`src/design/gsba_pkg.sv`:
```
/*
  Shared constants, types and helpers of the gigabit serdes byte aligner.
  Assumes one 50 MHz system clock; every pin is sampled on that clock.
*/

package gsba_pkg;

  localparam int          WORD_W          = 10;
  localparam int          COMMA_W         = 7;
  localparam int          FIFO_DEPTH      = 32;
  localparam int          TX_BITS_PER_REF = 10;
  localparam int          BIT_SYNC_BITS   = 2500;
  localparam int          FREQ_LOCK_EDGES = 4;
  localparam int          REF_LOSS_CYCLES = 64;
  localparam int          LOCK_CNT_W      = 12;
  localparam int          GAP_CNT_W       = 8;

  localparam logic [COMMA_W-1:0] COMMA_PATTERN = 7'h7C;
  localparam logic [WORD_W-1:0]  RX_NO_SIGNAL  = 10'h3FF;
  localparam logic [3:0]         BIT_FIRST     = 4'h0;
  localparam logic [3:0]         BIT_LAST      = 4'h9;
  localparam logic               LINE_IDLE     = 1'h1;
  localparam logic               LOOP_PIN_LVL  = 1'h1;

  typedef enum {
    GSBA_LK_FREQ,
    GSBA_LK_PHASE,
    GSBA_LK_LOCKED
  } gsba_lock_t;

  typedef struct packed {
    logic              comma;
    logic [WORD_W-1:0] bits;
  } gsba_rx_word_t;

  // Receive order: bit 0 is oldest, so the pattern sits in the low bits
  function automatic logic gsba_is_comma(input logic [WORD_W-1:0] w);
    return w[COMMA_W-1:0] == COMMA_PATTERN;
  endfunction

endpackage

```
`src/design/gsba_word_fifo.sv`:
```
/*
  Word FIFO with valid/ready on both sides, parameterised width and depth.
  Assumes DEPTH is a power of two and a single clock domain.
*/
module gsba_word_fifo
  import gsba_pkg::*;
#(
  parameter int W     = WORD_W,
  parameter int DEPTH = FIFO_DEPTH
) (
  input  wire logic         sys_clk,
  input  wire logic         rstn,
  input  wire logic         in_valid,
  output logic              in_ready,
  input  wire logic [W-1:0] in_data,
  output logic              out_valid,
  input  wire logic         out_ready,
  output logic [W-1:0]      out_data
);

  localparam int AW = $clog2(DEPTH);

  logic [W-1:0] mem [DEPTH];
  logic [AW:0]  wr_ptr_ff;
  logic [AW:0]  rd_ptr_ff;

  wire          ptr_wrap = wr_ptr_ff[AW] != rd_ptr_ff[AW];
  wire          ptr_same = wr_ptr_ff[AW-1:0] == rd_ptr_ff[AW-1:0];
  wire          full     = ptr_wrap & ptr_same;
  wire          empty    = ~ptr_wrap & ptr_same;
  wire          push     = in_valid & ~full;
  wire          pop      = out_ready & ~empty;

  assign in_ready  = ~full;
  assign out_valid = ~empty;
  assign out_data  = mem[rd_ptr_ff[AW-1:0]];

  ////////////////////////////////////////////////////////////////////////////
  // Storage, no reset needed on data
  always_ff @(posedge sys_clk) begin
    if (push) begin
      mem[wr_ptr_ff[AW-1:0]] <= in_data;
    end
  end

  always_ff @(posedge sys_clk or negedge rstn) begin
    if (!rstn) begin
      wr_ptr_ff <= '0;
      rd_ptr_ff <= '0;
    end else begin
      if (push) begin
        wr_ptr_ff <= wr_ptr_ff + 1'b1;
      end
      if (pop) begin
        rd_ptr_ff <= rd_ptr_ff + 1'b1;
      end
    end
  end

endmodule // gsba_word_fifo

```
`src/design/gsba_aligner.sv`:
```
/*
  Serdes byte aligner: transmit capture, FIFO and serializer, loopback,
  lock sequencing, deserializer with comma alignment, byte clocks and
  signal-loss forcing.
  Assumes all pins, the reference clock included, are asynchronous to
  sys_clk and are sampled through two flip-flops; one serial bit is one
  sys_clk cycle.
*/
module gsba_aligner
  import gsba_pkg::*;
#(
  parameter int              DEPTH_P      = FIFO_DEPTH,
  parameter logic [LOCK_CNT_W-1:0] BIT_SYNC_P = LOCK_CNT_W'(BIT_SYNC_BITS),
  parameter logic [LOCK_CNT_W-1:0] FREQ_EDGES_P = LOCK_CNT_W'(FREQ_LOCK_EDGES),
  parameter logic [GAP_CNT_W-1:0]  REF_LOSS_P = GAP_CNT_W'(REF_LOSS_CYCLES)
) (
  input  wire logic              sys_clk,
  input  wire logic              rstn,
  input  wire logic              ref_byte_clock,
  input  wire logic [WORD_W-1:0] tx_word,
  input  wire logic              loopback_select,
  input  wire logic              sync_enable,
  input  wire logic              serial_in,
  input  wire logic              amplitude_ok,
  output logic                   serial_out,
  output logic                   tx_ready,
  output logic [WORD_W-1:0]      rx_word,
  output logic                   rx_comma_flag,
  output logic                   rx_byte_clock_lead,
  output logic                   rx_byte_clock_trail,
  output logic                   input_present_flag,
  output logic                   rx_bit_locked
);

  localparam int PIN_W = WORD_W + 5;

  ////////////////////////////////////////////////////////////////////////////
  // Pin synchronisers
  logic [PIN_W-1:0]  sync1_ff;
  logic [PIN_W-1:0]  sync2_ff;
  logic              ref_prev_ff;

  wire [PIN_W-1:0]   pin_bus = {tx_word, ref_byte_clock, loopback_select,
                                sync_enable, serial_in, amplitude_ok};

  // First stage feeds only the second stage
  always_ff @(posedge sys_clk or negedge rstn) begin
    if (!rstn) begin
      sync1_ff <= '0;
      sync2_ff <= '0;
    end else begin
      sync1_ff <= pin_bus;
      sync2_ff <= sync1_ff;
    end
  end

  wire [WORD_W-1:0]  tx_word_s = sync2_ff[PIN_W-1:5];
  wire               ref_s     = sync2_ff[4];
  wire               loop_s    = sync2_ff[3];
  wire               sync_en_s = sync2_ff[2];
  wire               ser_in_s  = sync2_ff[1];
  wire               amp_s     = sync2_ff[0];

  always_ff @(posedge sys_clk or negedge rstn) begin
    if (!rstn) begin
      ref_prev_ff <= 1'h0;
    end else begin
      ref_prev_ff <= ref_s;
    end
  end

  wire               ref_rise = ref_s & ~ref_prev_ff;

  ////////////////////////////////////////////////////////////////////////////
  // Transmit capture and buffering
  logic              fifo_in_ready;
  logic              fifo_out_valid;
  logic              fifo_out_ready;
  logic [WORD_W-1:0] fifo_out_data;

  // Words ride the FIFO so a late serializer does not lose them
  gsba_word_fifo #(
    .W     (WORD_W),
    .DEPTH (DEPTH_P)
  ) u_tx_fifo (
    .sys_clk   (sys_clk),
    .rstn      (rstn),
    .in_valid  (ref_rise),
    .in_ready  (fifo_in_ready),
    .in_data   (tx_word_s),
    .out_valid (fifo_out_valid),
    .out_ready (fifo_out_ready),
    .out_data  (fifo_out_data)
  );

  ////////////////////////////////////////////////////////////////////////////
  // Serializer
  logic [WORD_W-1:0] tx_shift_ff;
  logic [WORD_W-1:0] nxt_tx_shift;
  logic [3:0]        tx_cnt_ff;
  logic [3:0]        nxt_tx_cnt;
  logic              tx_busy_ff;
  logic              nxt_tx_busy;

  wire               tx_last = tx_busy_ff & (tx_cnt_ff == BIT_LAST);
  wire               tx_load = fifo_out_valid & (~tx_busy_ff | tx_last);

  assign fifo_out_ready = ~tx_busy_ff | tx_last;

  // Ten bit slots per word; shifting right sends bit zero first
  always_comb begin
    nxt_tx_shift = tx_shift_ff;
    nxt_tx_cnt   = tx_cnt_ff;
    nxt_tx_busy  = tx_busy_ff;
    if (tx_load) begin
      nxt_tx_shift = fifo_out_data;
      nxt_tx_cnt   = BIT_FIRST;
      nxt_tx_busy  = 1'h1;
    end else if (tx_busy_ff) begin
      nxt_tx_shift = {1'h0, tx_shift_ff[WORD_W-1:1]};
      nxt_tx_cnt   = tx_cnt_ff + 4'h1;
      nxt_tx_busy  = ~tx_last;
    end
  end

  always_ff @(posedge sys_clk or negedge rstn) begin
    if (!rstn) begin
      tx_shift_ff <= '0;
      tx_cnt_ff   <= BIT_FIRST;
      tx_busy_ff  <= 1'h0;
    end else begin
      tx_shift_ff <= nxt_tx_shift;
      tx_cnt_ff   <= nxt_tx_cnt;
      tx_busy_ff  <= nxt_tx_busy;
    end
  end

  // Idle line sits high between words
  wire               tx_bit = tx_busy_ff ? tx_shift_ff[0] : LINE_IDLE;

  ////////////////////////////////////////////////////////////////////////////
  // Output and input select
  logic              serial_out_ff;
  logic              tx_ready_ff;

  wire               nxt_serial_out = loop_s ? LOOP_PIN_LVL : tx_bit;
  wire               rx_sel_bit     = loop_s ? tx_bit : ser_in_s;

  always_ff @(posedge sys_clk or negedge rstn) begin
    if (!rstn) begin
      serial_out_ff <= LINE_IDLE;
      tx_ready_ff   <= 1'h0;
    end else begin
      serial_out_ff <= nxt_serial_out;
      tx_ready_ff   <= fifo_in_ready;
    end
  end

  ////////////////////////////////////////////////////////////////////////////
  // Lock sequencing
  gsba_lock_t              lock_ff;
  gsba_lock_t              nxt_lock;
  logic [LOCK_CNT_W-1:0]   lock_cnt_ff;
  logic [LOCK_CNT_W-1:0]   nxt_lock_cnt;
  logic [GAP_CNT_W-1:0]    ref_gap_ff;

  // A stalled reference drops the receiver back to frequency lock
  wire               ref_lost = ref_gap_ff == REF_LOSS_P;

  always_ff @(posedge sys_clk or negedge rstn) begin
    if (!rstn) begin
      ref_gap_ff <= '0;
    end else if (ref_rise) begin
      ref_gap_ff <= '0;
    end else if (!ref_lost) begin
      ref_gap_ff <= ref_gap_ff + 1'b1;
    end
  end

  always_comb begin
    nxt_lock     = lock_ff;
    nxt_lock_cnt = lock_cnt_ff;
    case (lock_ff)
      GSBA_LK_FREQ: begin
        if (ref_rise) begin
          nxt_lock_cnt = lock_cnt_ff + 1'b1;
        end
        if (lock_cnt_ff == FREQ_EDGES_P) begin
          nxt_lock     = GSBA_LK_PHASE;
          nxt_lock_cnt = '0;
        end
      end
      GSBA_LK_PHASE: begin
        if (!amp_s) begin
          nxt_lock_cnt = '0;
        end else if (lock_cnt_ff == BIT_SYNC_P) begin
          nxt_lock     = GSBA_LK_LOCKED;
          nxt_lock_cnt = '0;
        end else begin
          nxt_lock_cnt = lock_cnt_ff + 1'b1;
        end
      end
      GSBA_LK_LOCKED: begin
        if (!amp_s) begin
          nxt_lock = GSBA_LK_PHASE;
        end
      end
      default: begin
        nxt_lock     = GSBA_LK_FREQ;
        nxt_lock_cnt = '0;
      end
    endcase
    if (ref_lost) begin
      nxt_lock     = GSBA_LK_FREQ;
      nxt_lock_cnt = '0;
    end
  end

  always_ff @(posedge sys_clk or negedge rstn) begin
    if (!rstn) begin
      lock_ff     <= GSBA_LK_FREQ;
      lock_cnt_ff <= '0;
    end else begin
      lock_ff     <= nxt_lock;
      lock_cnt_ff <= nxt_lock_cnt;
    end
  end

  wire               locked = lock_ff == GSBA_LK_LOCKED;

  ////////////////////////////////////////////////////////////////////////////
  // Deserializer and comma alignment
  logic [WORD_W-1:0] rx_shift_ff;
  logic [3:0]        rx_cnt_ff;
  logic [3:0]        nxt_rx_cnt;

  // Newest bit enters at the top so the first one ends at bit zero
  wire [WORD_W-1:0]  nxt_window = {rx_sel_bit, rx_shift_ff[WORD_W-1:1]};
  wire               rx_slot_end = rx_cnt_ff == BIT_LAST;
  // Comma ignored while sync is off, so the phase is kept
  wire               comma_hit = locked & sync_en_s & gsba_is_comma(nxt_window);
  // Misaligned comma: boundary moved later, the partial word dropped
  wire               realign   = comma_hit & ~rx_slot_end;
  wire               word_done = locked & rx_slot_end;

  always_comb begin
    nxt_rx_cnt = rx_cnt_ff;
    if (!locked || realign || word_done) begin
      nxt_rx_cnt = BIT_FIRST;
    end else begin
      nxt_rx_cnt = rx_cnt_ff + 4'h1;
    end
  end

  always_ff @(posedge sys_clk or negedge rstn) begin
    if (!rstn) begin
      rx_shift_ff <= '0;
      rx_cnt_ff   <= BIT_FIRST;
    end else begin
      if (locked) begin
        rx_shift_ff <= nxt_window;
      end
      rx_cnt_ff <= nxt_rx_cnt;
    end
  end

  gsba_rx_word_t     rx_new;

  assign rx_new.comma = comma_hit & word_done;
  assign rx_new.bits  = nxt_window;

  ////////////////////////////////////////////////////////////////////////////
  // Byte clocks and receive outputs
  logic              lead_ff;
  logic              trail_ff;
  logic              lead_next_ff;
  logic [WORD_W-1:0] rx_word_ff;
  logic              rx_comma_ff;
  logic              present_ff;
  logic              locked_ff;
  logic              skip_ff;

  ////////////////////////////////////////////////////////////////////////////
  // Realignment bookkeeping
  // A moved boundary sets the phase so the next comma rises on lead.
  // With trail high, the first word after the move leaves both clocks
  // still: trail is stretched, never cut into a runt.
  // Cost: that one word shows on rx_word without its own clock edge.
  always_ff @(posedge sys_clk or negedge rstn) begin
    if (!rstn) begin
      skip_ff <= 1'h0;
    end else if (realign) begin
      skip_ff <= trail_ff;
    end else if (word_done) begin
      skip_ff <= 1'h0;
    end
  end

  // Byte clocks step only on words that are not held back
  wire               clk_step = word_done & ~skip_ff;

  // Detected comma words take the leading clock unless held back; a repeat holds it high longer
  wire               use_lead = lead_next_ff | rx_new.comma;
  wire [WORD_W-1:0]  nxt_rx_word = !amp_s ? RX_NO_SIGNAL :
                                   word_done ? rx_new.bits : rx_word_ff;

  always_ff @(posedge sys_clk or negedge rstn) begin
    if (!rstn) begin
      lead_ff      <= 1'h0;
      trail_ff     <= 1'h0;
      lead_next_ff <= 1'h1;
    end else if (clk_step) begin
      lead_ff      <= use_lead;
      trail_ff     <= ~use_lead;
      lead_next_ff <= ~use_lead;
    end else if (realign) begin
      // Lead high now: next word on trail, comma after it on lead
      lead_next_ff <= trail_ff;
    end
  end

  always_ff @(posedge sys_clk or negedge rstn) begin
    if (!rstn) begin
      rx_word_ff  <= RX_NO_SIGNAL;
      rx_comma_ff <= 1'h0;
      present_ff  <= 1'h0;
      locked_ff   <= 1'h0;
    end else begin
      rx_word_ff  <= nxt_rx_word;
      if (word_done) begin
        rx_comma_ff <= rx_new.comma;
      end
      present_ff  <= amp_s;
      locked_ff   <= locked;
    end
  end

  assign serial_out          = serial_out_ff;
  assign tx_ready            = tx_ready_ff;
  assign rx_word             = rx_word_ff;
  assign rx_comma_flag       = rx_comma_ff;
  assign rx_byte_clock_lead  = lead_ff;
  assign rx_byte_clock_trail = trail_ff;
  assign input_present_flag  = present_ff;
  assign rx_bit_locked       = locked_ff;

endmodule // gsba_aligner

```
`config.mk`:
```
export PLATFORM = sky130hd
export DESIGN_NAME = gsba_aligner
export DESIGN_NICKNAME = d
export VERILOG_FILES = /design/src/design/gsba_pkg.sv /design/src/design/gsba_word_fifo.sv /design/src/design/gsba_aligner.sv
export SDC_FILE = /design/constraint.sdc
export NUM_CORES = 1
export LEC_CHECK = 0
export BUFFER_PORTS_ARGS = -buffer_cell sky130_fd_sc_hd__buf_4
export CAP_MARGIN = 5
export CORE_UTILIZATION = 65
export CTS_CLUSTER_SIZE = 24
export DETAILED_ROUTE_END_ITERATION = 7
export PLACE_DENSITY = 0.82
export SETUP_SLACK_MARGIN = 0.05
export SLEW_MARGIN = 0
export SYNTH_ARGS = -nofsm -noshare
export SYNTH_HDL_FRONTEND = slang
export SYNTH_HIERARCHICAL = 1
export SYNTH_SLANG_ARGS = --single-unit
```
`constraint.sdc`:
```
create_clock -name sys_clk -period 4.5 [get_ports sys_clk]
set_clock_uncertainty 0.05 [all_clocks]
set_input_delay 0.225 -clock sys_clk [delete_from_list [all_inputs] [get_ports sys_clk]]
set_output_delay 0.225 -clock sys_clk [all_outputs]
set_load 0.005 [all_outputs]
```
==> qor.txt <==
layout cell share with drive strength beyond 1: 0.122
DR WL/cell: 24.7 µm
DRT iter0 DRCs: 1417
post-synthesis cell area: 17300 µm²
CTS root buf: clkbuf_16
Setup Viol. Count Final: 0
Main synth FF type: edfxtp_1
Avg Cell Area, Syn: 15.2 µm²
Layout area overhead: 11.6%
R2R Path Start: u_tx_fifo/rd_ptr_ff[4]$_DFFE_PN0P_
worst-margin pin slew: 1.18 ns
FFs w/ async S/R, synth: 0.259
core area: 26100 µm²
status: complete, no violations
Global Route Usage Sum: 0.294
Vias per Instance: 6.51
total wire length: 38400 µm
final period utilization: 0.698
power per cell area: 555 nW/µm²
TritonRoute pass-1 iters: 6
Leakage: 7.15 nW
pin count of the biggest net entering global routing: 165
Final min period: 3.14 ns
number of port buffers: 33
die area: 27300 µm²
CTS sink count: 432
# fillers: 1513
post-synth top area cell: edfxtp_1
Net Count, Synth: 1165
Fin. Hold Viols: 0
nets: 1221
synth cell count leaders: edfxtp_1, mux2i_1, dfrtp_1, nand2_1, nor2_1
Cell variety after synth: 61
R2R Setup Slk: 1.36 ns
Mapped Cells: 1135
RSZ-0062 raised after global routing: no
worst hold path depth: 2
Max-cap violations: 0
post-cts hold buffer count: 16
RR Endpoint: tx_shift_ff[0]$_DFFE_PN0P_
vias in the first global route: 9968
path depth of the worst reg2reg path: 6
multi-input logic area: 4550 µm²
antenna violations before repair: 1
post_cts resized: 0
Hold Path Class: input port to flip-flop
CP max-delay cell: nor2_1
Clock Tree Buf Depth: 3
max-slew violations: 0
DR vias: 10100
Slew HR: 0.213
Ant. Diodes: 0
crit path DAT: 3.50 ns
top achievable clock speed: 0.318 GHz
io pins: 34
WP data required: 4.86 ns
first-pass GRT wire length: 58200 µm
critical path's most frequent cell: nor2_1
Synth area leaders: edfxtp_1, dfrtp_1, mux2i_1, a22oi_1, dfstp_2
CP Cell Sequence: xnor2_1 > nand3_2 > or2_2 > nor2_1 > nor2_1 > a21o_1
utilization after layout: 0.741
Routed Antenna Nets: 0
crit-path max cell delay: 0.71 ns
Hold EP: sync1_ff[4]$_DFF_PN0_
Setup crit end kind: flip-flop
Die H: 165 µm
postcts setup bufs: 0
clk_lat worst skew: 0.54 ns
peak supply drop: 0.541 mV
RePlAce Congestion: 0.908
YS warnings: 6
FP Rows: 59
top-count cell post-synth: edfxtp_1
CTS H-Tree Depth: 2
CTS tree: built
die width: 165 µm
Starting Density: 0.664
dpl hpwl: 22500 µm
worst min-delay path startpoint: ref_byte_clock
synthesis-stage register bit count: 432
TritonCTS buffer count: 42
global route overflow: 0
area share of the largest cell type after synthesis: 0.555
Max FO, Critical Path: 16
post-synthesis sequential area ratio: 0.718
final setup TNS: 0 ns
drc violations: 0
Startpoint Class: flip-flop
Clk pin slew, worst setup/hold paths: 0.06 ns
CP Class: flip-flop to flip-flop
register area: 12400 µm²
number of synthesized flops with an enable pin: 320
metal layers:
layer | up-vias | track usage | part of all wire
li1 | 4423 | - | -
met1 | 5113 | 0.425 | 0.40
met2 | 504 | 0.456 | 0.48
met3 | 101 | 0.0509 | 0.088
met4 | 2 | 0.106 | 0.035
met5 | - | 0 | 0.00026
report_power, final:
part	internal [W]	leakage (nW)	switching, W	total [W]
clock network	0.00195	0.644	0.00144	0.00339
logic	0.000970	2.23	0.00161	0.00258
registers	0.00452	4.28	0.000222	0.00474
total	0.00744	7.15	0.00327	0.0107
registers in the layout, indices dropped and copies added (netlist names), 2 cells and up:
name / count
u_tx_fifo/mem: 320
sync1_ff: 15
sync2_ff: 15
lock_cnt_ff: 12
rx_word: 10
tx_shift_ff: 10
rx_shift_ff: 9
ref_gap_ff: 8
u_tx_fifo/rd_ptr_ff: 6
u_tx_fifo/wr_ptr_ff: 6
rx_cnt_ff: 4
tx_cnt_ff: 4
lock_ff: 2
logic make-up after synthesis:
| kind of cell | count (synthesis) | share of synthesized area |
|---|---|---|
| DFF | 432 | 0.718 |
| and+or+nand+nor | 278 | 0.0786 |
| muxes | 162 | 0.0939 |
| AOI/OAI and AO/OA | 157 | 0.0674 |
| buffers and inverters | 67 | 0.0192 |
| xor gates and xnor gates | 26 | 0.0132 |
| adders and majority gates | 13 | 0.00940 |
cell usage in the layout (no fill, tap or decap), drive strengths merged, types with 6 or more instances in the layout:
master	netlist	layout
nand2b	7	7
a22oi	60	60
o211ai	8	8
nor2	62	62
xnor2	21	21
dfstp	12	12
clkbuf	29	55
o21ai	21	21
a22o	18	18
nand4	26	26
nor3	9	9
nand2	83	83
a21o	9	9
buf	26	51
edfxtp	320	320
clkinv	1	15
mux2i	160	160
and3	7	7
nand3	55	55
dfrtp	100	100
a21oi	27	27
ha	13	13
nand3b	6	6
dlygate4sd3	0	16
inv	11	13
metrics by stage:
step / total power [W] / cell area, µm² / hold WS (ns) / instances / worst slack (ns)
6_report: 0.0107 / 19300 / 0.282 / 1557 / 1.36
3_3_place_gp: 0.00721 / 17800 / 0.282 / 1466 / 1.64
3_5_place_dp: 0.00730 / 17800 / 0.285 / 1466 / 1.53
5_1_grt: 0.0111 / 19300 / 0.276 / 1557 / 1.14
2_1_floorplan: 0.00664 / 17300 / -0.121 / 1135 / 2.15
4_1_cts: 0.0107 / 19300 / 0.266 / 1557 / 1.43
final cells by class:
cell class / instances / area share
clock buffer: 55 / 0.0586
clock inverter: 20 / 0.00952
inverter: 12 / 0.00233
multi-input combinational: 636 / 0.235
sequential: 432 / 0.644
tap: 335 / 0.0217
timing repair buffer: 67 / 0.0288
how the worst max path moves through the flow:
stage	from	endpoint	slack, ns	depth (start not counted)
final	u_tx_fifo/rd_ptr_ff[4]$_DFFE_PN0P_	tx_shift_ff[0]$_DFFE_PN0P_	1.36	6
after global routing	u_tx_fifo/rd_ptr_ff[4]$_DFFE_PN0P_	tx_shift_ff[0]$_DFFE_PN0P_	1.14	6
after CTS	u_tx_fifo/rd_ptr_ff[4]$_DFFE_PN0P_	tx_shift_ff[0]$_DFFE_PN0P_	1.43	6
after detailed placement	u_tx_fifo/rd_ptr_ff[4]$_DFFE_PN0P_	tx_shift_ff[7]$_DFFE_PN0P_	1.53	6
after global placement	u_tx_fifo/rd_ptr_ff[4]$_DFFE_PN0P_	tx_shift_ff[2]$_DFFE_PN0P_	1.64	6
after floorplan	u_tx_fifo/rd_ptr_ff[4]$_DFFE_PN0P_	tx_shift_ff[0]$_DFFE_PN0P_	2.15	9
worst max-delay path: cells and delay by family, from the launching register on:
kind,cells,cell delay (ns)
simple gates,4,1.79
flops,1,0.69
compound gates,1,0.28
xor+xnor,1,0.20
Note: power is estimated with default switching activity, not from simulation.
